==> src/verilog/fap_pkg.sv <==
// Purpose: shared types and constants of the flash access and write protection gate
// Assumes: one 40 MHz clock, synchronous active-high reset
// Notes:   wishbone offsets are byte addresses of 32-bit words
`default_nettype none
package fap_pkg;

   // ------------------------------------------------------------
   // fetch regions and access targets
   // ------------------------------------------------------------
   typedef enum logic [1:0] {
      FAP_FETCH_INTERNAL_FLASH = 2'b00,
      FAP_FETCH_INTERNAL_RAM   = 2'b01,
      FAP_FETCH_EXTENSION_RAM   = 2'b10,
      FAP_FETCH_EXT    = 2'b11
   } fap_region_t;

   // code 2'b11 is illegal and is refused
   typedef enum logic [1:0] {
      FAP_TGT_FDATA = 2'b00,
      FAP_TGT_FREG  = 2'b01,
      FAP_TGT_OTHER = 2'b10
   } fap_tgt_t;

   typedef struct packed {
      logic        valid;
      logic        write;
      logic        event_controller_transfer;
      fap_tgt_t    tgt;
      fap_region_t fetch;
   } fap_acc_t;

   // fuse image: 0 means programmed
   typedef struct packed {
      logic        access_protect_fuse;
      logic [15:0] nv_protect_disable_reg;
      logic [15:0] nv_protect_reenable_reg;
      logic [7:0]  nv_sector_write_protect_reg;
   } fap_fuse_t;

   // set-protection operation as seen by this block
   typedef struct packed {
      logic       valid;
      logic       wp_reg;
      logic [7:0] data;
   } fap_spr_t;

   typedef struct packed {
      logic       valid;
      logic [7:0] mask;
   } fap_pe_t;

   // ------------------------------------------------------------
   // constants
   // ------------------------------------------------------------
   localparam logic [7:0]  FAP_ADR_TAU   = 8'h00;
   localparam logic [7:0]  FAP_ADR_STAT  = 8'h04;
   localparam logic [7:0]  FAP_ADR_MASK  = 8'h08;
   localparam logic [7:0]  FAP_ADR_STATE = 8'h0c;
   localparam int unsigned FAP_TEMP_UNPROTECT_BIT_POS  = 0;
   localparam int unsigned FAP_N_EV      = 4;
   localparam int unsigned FAP_EV_TRAP   = 0;
   localparam int unsigned FAP_EV_WREF   = 1;
   localparam int unsigned FAP_EV_WPF    = 2;
   localparam int unsigned FAP_EV_TAUIGN = 3;
   localparam logic [15:0] FAP_TRAP_NUM  = 16'h009b;
   localparam logic [3:0]  FAP_MASK_RST  = 4'h0;
   localparam fap_fuse_t   FAP_FUSE_RST  = '{1'b0, 16'hffff, 16'hffff, 8'h00};

   // number of programmed (zero) fuse bits
   function automatic logic [4:0] fap_zeros16(input logic [15:0] v);
      logic [4:0] n;
      n = 5'h00;
      for (int i = 0; i < 16; i++) begin
         n = n + {4'h0, ~v[i]};
      end
      return n;
   endfunction

endpackage
`default_nettype wire

==> src/verilog/fap_fuse_latch.sv <==
// Purpose: copies the protection fuses into volatile state once after reset
// Assumes: fuse inputs are static and on the system clock
// Notes:   until the copy is taken every protection reads as active
`timescale 1ns/1ps
`default_nettype none
module fap_fuse_latch
   import fap_pkg::*;
(
   // clock and reset
   input  wire logic      clk_i,
   input  wire logic      rst_i,
   // fuse array
   input  wire fap_fuse_t fuse_i,
   // volatile copy
   output fap_fuse_t      fuse_o,
   output logic           loaded_o,
   output logic           load_pulse_o
);

   typedef enum logic {FL_WAIT = 1'b0, FL_DONE = 1'b1} fap_fl_t;

   fap_fl_t   st_q, st_d;
   fap_fuse_t fuse_q, fuse_d;
   logic      pulse_q, pulse_d;

   always_comb begin
      st_d    = st_q;
      fuse_d  = fuse_q;
      pulse_d = 1'b0;
      unique case (st_q)
         FL_WAIT: begin
            fuse_d  = fuse_i;
            pulse_d = 1'b1;
            st_d    = FL_DONE;
         end
         FL_DONE: begin
         end
      endcase
   end

   always_ff @(posedge clk_i) begin
      if (rst_i) begin
         st_q    <= FL_WAIT;
         fuse_q  <= FAP_FUSE_RST;
         pulse_q <= 1'b0;
      end else begin
         st_q    <= st_d;
         fuse_q  <= fuse_d;
         pulse_q <= pulse_d;
      end
   end

   assign fuse_o       = fuse_q;
   assign loaded_o     = (st_q == FL_DONE);
   assign load_pulse_o = pulse_q;

endmodule
`default_nettype wire

==> src/verilog/fap_sector_gate.sv <==
// Purpose: filters program/erase sector requests through the write protection
// Assumes: writable_i has a 1 for every sector that may be written
// Notes:   result is registered, one cycle after the request
`timescale 1ns/1ps
`default_nettype none
module fap_sector_gate #(
   parameter int unsigned SECT = 8
) (
   // clock and reset
   input  wire logic            clk_i,
   input  wire logic            rst_i,
   // request
   input  wire logic            req_i,
   input  wire logic [SECT-1:0] mask_i,
   input  wire logic [SECT-1:0] writable_i,
   // result
   output logic                 go_o,
   output logic [SECT-1:0]      go_mask_o,
   output logic                 wpf_o
);

   logic            go_q, go_d, wpf_q, wpf_d;
   logic [SECT-1:0] msk_q, msk_d;

   // protected sectors are skipped, the rest still proceed
   always_comb begin
      msk_d = req_i ? (mask_i & writable_i) : '0;
      go_d  = |msk_d;
      wpf_d = req_i & |(mask_i & ~writable_i);
   end

   always_ff @(posedge clk_i) begin
      if (rst_i) begin
         go_q  <= 1'b0;
         msk_q <= '0;
         wpf_q <= 1'b0;
      end else begin
         go_q  <= go_d;
         msk_q <= msk_d;
         wpf_q <= wpf_d;
      end
   end

   assign go_o      = go_q;
   assign go_mask_o = msk_q;
   assign wpf_o     = wpf_q;

endmodule
`default_nettype wire

==> src/verilog/fap_flash_guard.sv <==
// Purpose: access and write protection gate of the on-chip program flash
// Assumes: classic wishbone slave; acc_i, spr_i, pe_i are one-cycle requests
// Notes:   every decision is registered, answers come one cycle late
//
// Overview of operation
// unprotect bit suspends access protection
// unprotect bit writable only from flash code
// protected flash data readable only from flash
// foreign protected read gives dummy, trap 009Bh
// foreign protected data write has no effect
// event-controller flash transfers refused while protected
// software enables protection via unprotect bit sequence
// permanent disable/re-enable fuses, sixteen cycles max
// software unprotects before programming permanent fuses
// flash control register writes rejected while protected
// access table by fetch region when protected
// sector protected when its fuse bit is zero
// set-protection writing one lifts sector protection
// reset or writing zero restores sector protection
// only volatile shadow changes, fuses stay zero
// reset or clearing unprotect bit restores protection
// protected during reset, fuses copied once
// protected sector program sets error, others proceed
// accesses classified by issuing fetch region
`timescale 1ns/1ps
`default_nettype none
module fap_flash_guard
   import fap_pkg::*;
(
   // clock and reset
   input  wire logic        clk_i,
   input  wire logic        rst_i,
   // wishbone slave
   input  wire logic        wb_cyc_i,
   input  wire logic        wb_stb_i,
   input  wire logic        wb_we_i,
   input  wire logic [7:0]  wb_adr_i,
   input  wire logic [3:0]  wb_sel_i,
   input  wire logic [31:0] wb_dat_i,
   input  wire fap_region_t wb_fetch_i,
   output logic [31:0]      wb_dat_o,
   output logic             wb_ack_o,
   // cpu and event-controller accesses
   input  wire fap_acc_t    acc_i,
   output logic             acc_grant_o,
   output logic             acc_dummy_o,
   output logic             trap_o,
   output logic [15:0]      trap_num_o,
   // fuses and protection operations
   input  wire fap_fuse_t   fuse_i,
   input  wire fap_spr_t    spr_i,
   input  wire fap_pe_t     pe_i,
   output logic             sect_go_o,
   output logic [7:0]       sect_mask_o,
   output logic             wpf_o,
   // status
   output logic             prot_o,
   output logic             irq_o
);

   // ------------------------------------------------------------
   // fuse copy and protection state
   // ------------------------------------------------------------
   fap_fuse_t fuse;
   logic      loaded, ld_pulse, perm_off, prot_now;

   fap_fuse_latch u_fuse (
      .clk_i        (clk_i),
      .rst_i        (rst_i),
      .fuse_i       (fuse_i),
      .fuse_o       (fuse),
      .loaded_o     (loaded),
      .load_pulse_o (ld_pulse)
   );

   // a disable step counts only while not matched by a re-enable;
   // 16 fuse pairs bound the number of cycles
   assign perm_off = loaded & (fap_zeros16(fuse.nv_protect_disable_reg)
                    > fap_zeros16(fuse.nv_protect_reenable_reg));

   logic temp_unprotect_bit_q, temp_unprotect_bit_d;

   // forced active until the copy exists
   assign prot_now = ~loaded
                   | (~fuse.access_protect_fuse & ~temp_unprotect_bit_q & ~perm_off);

   // ------------------------------------------------------------
   // wishbone decode
   // ------------------------------------------------------------
   logic        ack_q, ack_d;
   logic [31:0] dat_q, dat_d;
   logic        bus_req, bus_wr, bus_rd, tau_wr, from_fl_bus;

   assign bus_req     = wb_cyc_i & wb_stb_i & ~ack_q;
   assign bus_wr      = bus_req & wb_we_i;
   assign bus_rd      = bus_req & ~wb_we_i;
   assign tau_wr      = bus_wr & (wb_adr_i == FAP_ADR_TAU) & wb_sel_i[0];
   assign from_fl_bus = (wb_fetch_i == FAP_FETCH_INTERNAL_FLASH);

   // unprotect bit: only code running from flash may change it
   always_comb begin
      temp_unprotect_bit_d = temp_unprotect_bit_q;
      if (tau_wr && from_fl_bus) begin
         temp_unprotect_bit_d = wb_dat_i[FAP_TEMP_UNPROTECT_BIT_POS];
      end
   end

   always_ff @(posedge clk_i) begin
      if (rst_i) begin
         temp_unprotect_bit_q <= 1'b0;
      end else begin
         temp_unprotect_bit_q <= temp_unprotect_bit_d;
      end
   end

   // ------------------------------------------------------------
   // sector write protection shadow
   // ------------------------------------------------------------
   logic [7:0] wp_q, wp_d;

   // the fuse image is never rewritten here, so a lift is invisible
   // in the state register; software has to track it
   always_comb begin
      wp_d = wp_q;
      if (ld_pulse) begin
         wp_d = fuse.nv_sector_write_protect_reg;
      end
      if (spr_i.valid && spr_i.wp_reg && loaded) begin
         wp_d = spr_i.data;
      end
   end

   always_ff @(posedge clk_i) begin
      if (rst_i) begin
         wp_q <= 8'h00;
      end else begin
         wp_q <= wp_d;
      end
   end

   logic wpf_ev;

   fap_sector_gate #(
      .SECT (8)
   ) u_sect (
      .clk_i      (clk_i),
      .rst_i      (rst_i),
      .req_i      (pe_i.valid),
      .mask_i     (pe_i.mask),
      .writable_i (wp_q),
      .go_o       (sect_go_o),
      .go_mask_o  (sect_mask_o),
      .wpf_o      (wpf_ev)
   );

   assign wpf_o = wpf_ev;

   // ------------------------------------------------------------
   // access decision
   // ------------------------------------------------------------
   logic acc_ok, from_fl;
   logic grant_q, grant_d, dummy_q, dummy_d, trap_q, trap_d;
   logic prot_q, wref_ev;
   logic [15:0] tnum_q;

   assign from_fl = (acc_i.fetch == FAP_FETCH_INTERNAL_FLASH);

   always_comb begin
      unique case (acc_i.tgt)
         FAP_TGT_FDATA: acc_ok = ~prot_now | (from_fl & ~acc_i.event_controller_transfer);
         FAP_TGT_FREG:  acc_ok = ~prot_now
                               | (from_fl & ~acc_i.write & ~acc_i.event_controller_transfer);
         FAP_TGT_OTHER: acc_ok = 1'b1;
         default:       acc_ok = 1'b0;
      endcase
      grant_d = acc_i.valid & acc_ok;
      dummy_d = acc_i.valid & ~acc_ok & ~acc_i.write;
      trap_d  = dummy_d & ~acc_i.event_controller_transfer;
      wref_ev = acc_i.valid & ~acc_ok & acc_i.write;
   end

   always_ff @(posedge clk_i) begin
      if (rst_i) begin
         grant_q <= 1'b0;
         dummy_q <= 1'b0;
         trap_q  <= 1'b0;
         prot_q  <= 1'b1;
         tnum_q  <= 16'h0000;
      end else begin
         grant_q <= grant_d;
         dummy_q <= dummy_d;
         trap_q  <= trap_d;
         prot_q  <= prot_now;
         tnum_q  <= trap_d ? FAP_TRAP_NUM : 16'h0000;
      end
   end

   assign acc_grant_o = grant_q;
   assign acc_dummy_o = dummy_q;
   assign trap_o      = trap_q;
   assign trap_num_o  = tnum_q;
   assign prot_o      = prot_q;

   // ------------------------------------------------------------
   // events, interrupt and register read
   // ------------------------------------------------------------
   logic [3:0] stat_q, stat_d, mask_q, mask_d, ev;
   logic       irq_q, irq_d;

   always_comb begin
      ev = 4'h0;
      ev[FAP_EV_TRAP]   = trap_d;
      ev[FAP_EV_WREF]   = wref_ev;
      ev[FAP_EV_WPF]    = wpf_ev;
      ev[FAP_EV_TAUIGN] = tau_wr & ~from_fl_bus;
      // a new event wins over the clearing read
      stat_d = stat_q;
      if (bus_rd && wb_adr_i == FAP_ADR_STAT) begin
         stat_d = 4'h0;
      end
      stat_d = stat_d | ev;
      mask_d = mask_q;
      if (bus_wr && wb_adr_i == FAP_ADR_MASK && wb_sel_i[0]) begin
         mask_d = wb_dat_i[3:0];
      end
      irq_d = |(stat_d & mask_d);
      ack_d = bus_req;
      dat_d = 32'h0000_0000;
      if (bus_rd) begin
         unique case (wb_adr_i)
            FAP_ADR_TAU:   dat_d = {31'h0, temp_unprotect_bit_q};
            FAP_ADR_STAT:  dat_d = {28'h0, stat_q};
            FAP_ADR_MASK:  dat_d = {28'h0, mask_q};
            FAP_ADR_STATE: dat_d = {16'h0, fuse.nv_sector_write_protect_reg,
                                    5'h00, loaded, perm_off, prot_now};
            default:       dat_d = 32'h0000_0000;
         endcase
      end
   end

   always_ff @(posedge clk_i) begin
      if (rst_i) begin
         stat_q <= 4'h0;
         mask_q <= FAP_MASK_RST;
         irq_q  <= 1'b0;
         ack_q  <= 1'b0;
         dat_q  <= 32'h0000_0000;
      end else begin
         stat_q <= stat_d;
         mask_q <= mask_d;
         irq_q  <= irq_d;
         ack_q  <= ack_d;
         dat_q  <= dat_d;
      end
   end

   assign wb_ack_o = ack_q;
   assign wb_dat_o = dat_q;
   assign irq_o    = irq_q;
endmodule
`default_nettype wire

==> config.mk <==
export PLATFORM = sky130hd
export DESIGN_NAME = fap_flash_guard
export DESIGN_NICKNAME = d
export VERILOG_FILES = /design/src/verilog/fap_pkg.sv /design/src/verilog/fap_fuse_latch.sv /design/src/verilog/fap_sector_gate.sv /design/src/verilog/fap_flash_guard.sv
export SDC_FILE = /design/constraint.sdc
export NUM_CORES = 1
export LEC_CHECK = 0
export ABC_AREA = 1
export BUFFER_PORTS_ARGS = -buffer_cell sky130_fd_sc_hd__buf_2
export CAP_MARGIN = 15
export CORE_MARGIN = 5
export CORE_UTILIZATION = 52
export CTS_BUF_LIST = sky130_fd_sc_hd__clkbuf_8 sky130_fd_sc_hd__clkbuf_16
export DETAILED_ROUTE_END_ITERATION = 8
export GPL_TIMING_DRIVEN = 0
export PLACE_DENSITY_LB_ADDON = 0.3
export SLEW_MARGIN = 20
export SYNTH_ARGS = -nofsm -noshare
export SYNTH_HDL_FRONTEND = slang
export SYNTH_SLANG_ARGS = --single-unit
==> constraint.sdc <==
create_clock -name clk_i -period 8.3 [get_ports clk_i]
set_input_delay 0.415 -clock clk_i [delete_from_list [all_inputs] [get_ports clk_i]]
set_output_delay 0.415 -clock clk_i [all_outputs]
set_load 0.01 [all_outputs]
==> flow_summary.yaml <==
floorplan:
  rows: 33
  io_pins: 182
  core_sq_mm: 0.00826
  die_w_microns: 102
  die_area_sq_mm: 0.0105
  initial_core_util_pct: 53.6
  die_h_microns: 102
sta:
  maxSlewViolCount: 0
  rsz0062_at_grt: "no"
  holdWs_ns: 0.244
  skew_ns: 0.0106
  worst_slack_ns: 3.77
  fmax_ghz: 0.221
  min_period_ns: 4.53
  tns_ns: 0
  max_slew_margin_pct: 64.7
  tightest_slew_ns: 0.530
  setup_violations: 0
  period_share_pct: 54.6
  hold_viol: 0
hold_path:
  holdCritPathClass: "input port to flip-flop"
  hp-start: "fuse_i[35]"
  min_path_cells: 3
  worstHoldEndpoint: "u_fuse.fuse_o[35]$_SDFFE_PP1N_"
power_and_ir_drop:
  vdd_ir_drop_max_v: 0.000100
  p_per_area_mw_per_mm2: 219
  p_sw_share_pct: 34.2
  intPower_uw: 790
  p_leak_uw: 0.00288
  clkPwrFrac_pct: 27.9
  combPwrFrac_pct: 34.0
  seq_power_share_pct: 38.1
  switching_power_uw: 410
critical_path:
  r2r_slack_ns: 3.77
  path_class: "flip-flop to flip-flop"
  reg2reg_from: "u_fuse.fuse_o[24]$_SDFFE_PP1N_"
  critPathBufInv: 1
  critPathLaunchType: "flip-flop"
  r2r_end: "irq_o$_SDFF_PP0_"
  cp_common_cell: "nand2_1"
  end_kind: "flip-flop"
  critPathRequiredTime_ns: 8.56
  arrival_ns: 4.79
  reg2reg_depth: 21
  cp_slowest_cell: "fa_1"
  path_cells: "fa_1 > inv_1 > fa_1 > fa_1 > fa_1 > ha_1 > fa_1 > nand2_1 > a21boi_0 > ha_1 > nand2_1 > nor2_2 > nand2_1 > nand3_2 > nand2_2 > nand3_1 > nand2_1 > nand3_1 > nand2_1 > nand2_1 > nand3_1"
  slowest_delay_ns: 0.55
  worst-path-max-fanout: 3
  cpLargestDelayFamily: "adder cells"
final_layout:
  final_cells: 812
  area_delta_synth_final_pct: 24.0
  final_common_cell: "nand2_1"
  drive_gt1_share_pct: 28.9
  layout_common_cells: "nand2_1, buf_2, dfxtp_1"
  num-nets-final: 854
  fill_cells: 721
clock_tree:
  post_cts_buffers: 0
  clockRootBuffer: "clkbuf_8"
  cts.sinks: 88
  htree_levels: 3
  clockBufferDepth: 2
  insertion_delay_ns: 0.37
  clkTransAtPathRegs_ns: 0.09
  cts_hold_buf: 0
  cts_inserted_buffers: 9
  cts.repair.resized: 0
  cts_tree: "done"
synthesis:
  synth.avg_cell_area_sq_um: 8.16
  postSynthCellCount: 542
  synthFlopType: "dfxtp_1"
  synth-seq-cells: 88
  synthesis.area_sq_mm: 0.00442
  ys_seq_area_share_pct: 39.8
  ys_async_sr_fraction_pct: 0
  yosysWarnings: 0
  ys_types: 38
  synth_enable_flop_cells: 0
placement:
  dp_hpwl_mm: 8.38
  portBuffers: 118
  dp_slack_ns: 3.75
  dp.cells: 795
  routabilityCongestion: 0.897
outcome:
  status: "completed"
routing:
  dr.pass1.iters: 4
  postRouteAntennaNets: 0
  drcViolationCount: 0
  routed_wl_mm: 10.4
  vias_per_cell: 4.74
  vias: 3847
  wl_per_cell_microns: 12.8
  drtIter0Drc: 136
global_routing:
  grt_pass1_vias: 3715
  grt_pass1_wl_mm: 16.6
  grt_usage_pct: 20.1
  grt_max_degree: 17
  antenna_found_initial: 0
  grt-ovfl-total: 0
job:
  max_cap_violations: 0
==> registers in the layout (all words and copies together) (netlist names) <==
name / count
u_fuse.fuse_o: 41
wb_dat_o: 12
u_sect.go_mask_o: 8
wp_q: 8
mask_q: 4
stat_q: 4
acc_dummy_o: 1
acc_grant_o: 1
irq_o: 1
prot_o: 1
temp_unprotect_bit_q: 1
trap_num_o: 1
u_fuse.load_pulse_o: 1
u_fuse.loaded_o: 1
u_sect.go_o: 1
u_sect.wpf_o: 1
wb_ack_o: 1
==> kinds of logic (layout without fill, tap and decap cells) <==
logic type / Yosys count / after routing / share of synthesized area [%]
other: 1 / 32 / 0.0848
buffers and inverters: 126 / 260 / 14.1
AO/OA/AOI/OAI: 63 / 63 / 9.11
adder cells (fa/ha/maj): 35 / 35 / 13.3
flip-flops: 88 / 88 / 39.8
XOR/XNOR: 4 / 4 / 0.792
AND/OR/NAND/NOR: 225 / 225 / 22.8
==> final cells by class <==
cell class	count	area [sq um]	share of cell area [%]
Antenna cell	1	2.50	0.0456
Buffer	54	350	6.39
Clock buffer	9	124	2.26
Clock inverter	7	100	1.83
Inverter	72	272	4.95
Multi-Input combinational cell	358	2150	39.2
Sequential cell	88	1760	32.1
Tap cell	105	131	2.40
Timing Repair Buffer	118	591	10.8
==> per-stage QoR <==
stage	power (uW)	util [%]	area, sq um
global route	1290	66.4	5480
detailed placement	877	63.7	5260
global placement	850	63.7	5260
floorplan	771	-	4540
finish	1200	66.4	5480
CTS	1210	66.4	5480
==> per-layer routing <==
metal	vias up	track usage, %	part of all wire, %
li1	1968	-	-
met1	1736	24.4	40
met2	130	35.0	50
met3	13	5.32	8.9
met4	0	6.36	1.4
met5	-	0	0
==> cell usage after synthesis, types with 2 or more instances <==
cell / n / share of area [%]
nand2_1: 130 / 11
dfxtp_1: 88 / 40
inv_1: 65 / 5.5
buf_4: 36 / 6.1
nor2_1: 33 / 2.8
nand3_1: 29 / 3.3
fa_1: 20 / 9.1
o211ai_1: 17 / 2.9
ha_1: 15 / 4.2
o21ai_0: 15 / 1.7
a21oi_1: 11 / 1.2
buf_1: 7 / 0.59
nor3_1: 7 / 0.79
clkbuf_1: 6 / 0.51
nor2_4: 6 / 1.5
a31oi_1: 5 / 0.71
inv_2: 5 / 0.42
nand3_2: 5 / 1.1
nor2_2: 5 / 0.71
a311oi_1: 4 / 0.79
buf_2: 4 / 0.45
nand2_2: 4 / 0.57
o22ai_1: 4 / 0.57
a21boi_0: 2 / 0.34
a21oi_2: 2 / 0.40
nand4_1: 2 / 0.28
nor4_1: 2 / 0.28
xnor2_1: 2 / 0.40
xor2_1: 2 / 0.40
==> worst max-delay path by stage <==
stage | to | depth (start not counted) | startpoint
after floorplan | irq_o$_SDFF_PP0_ | 21 | u_fuse.fuse_o[24]$_SDFFE_PP1N_
after global placement | irq_o$_SDFF_PP0_ | 21 | u_fuse.fuse_o[24]$_SDFFE_PP1N_
after detailed placement | irq_o$_SDFF_PP0_ | 21 | u_fuse.fuse_o[24]$_SDFFE_PP1N_
after CTS | irq_o$_SDFF_PP0_ | 21 | u_fuse.fuse_o[24]$_SDFFE_PP1N_
after global routing | irq_o$_SDFF_PP0_ | 22 | u_fuse.fuse_o[8]$_SDFFE_PP1N_
final | irq_o$_SDFF_PP0_ | 21 | u_fuse.fuse_o[24]$_SDFFE_PP1N_
==> power by group through the flow <==
stage	clock, uW	combinational (uW)	sequential, uW
global placement	0	384	466
finish	334	409	457
CTS	340	414	457
global route	357	472	460
detailed placement	0	409	467
floorplan	0	305	467
==> worst reg2reg max path: cells and delay by family (launching register included) <==
family / cells / cell delay [ns]
flops: 1 / 0.33
compound gates: 1 / 0.08
fa+ha+maj: 7 / 2.93
simple gates: 12 / 1.03
buf+inv: 1 / 0.05
Power figures use the tool's default switching activity.
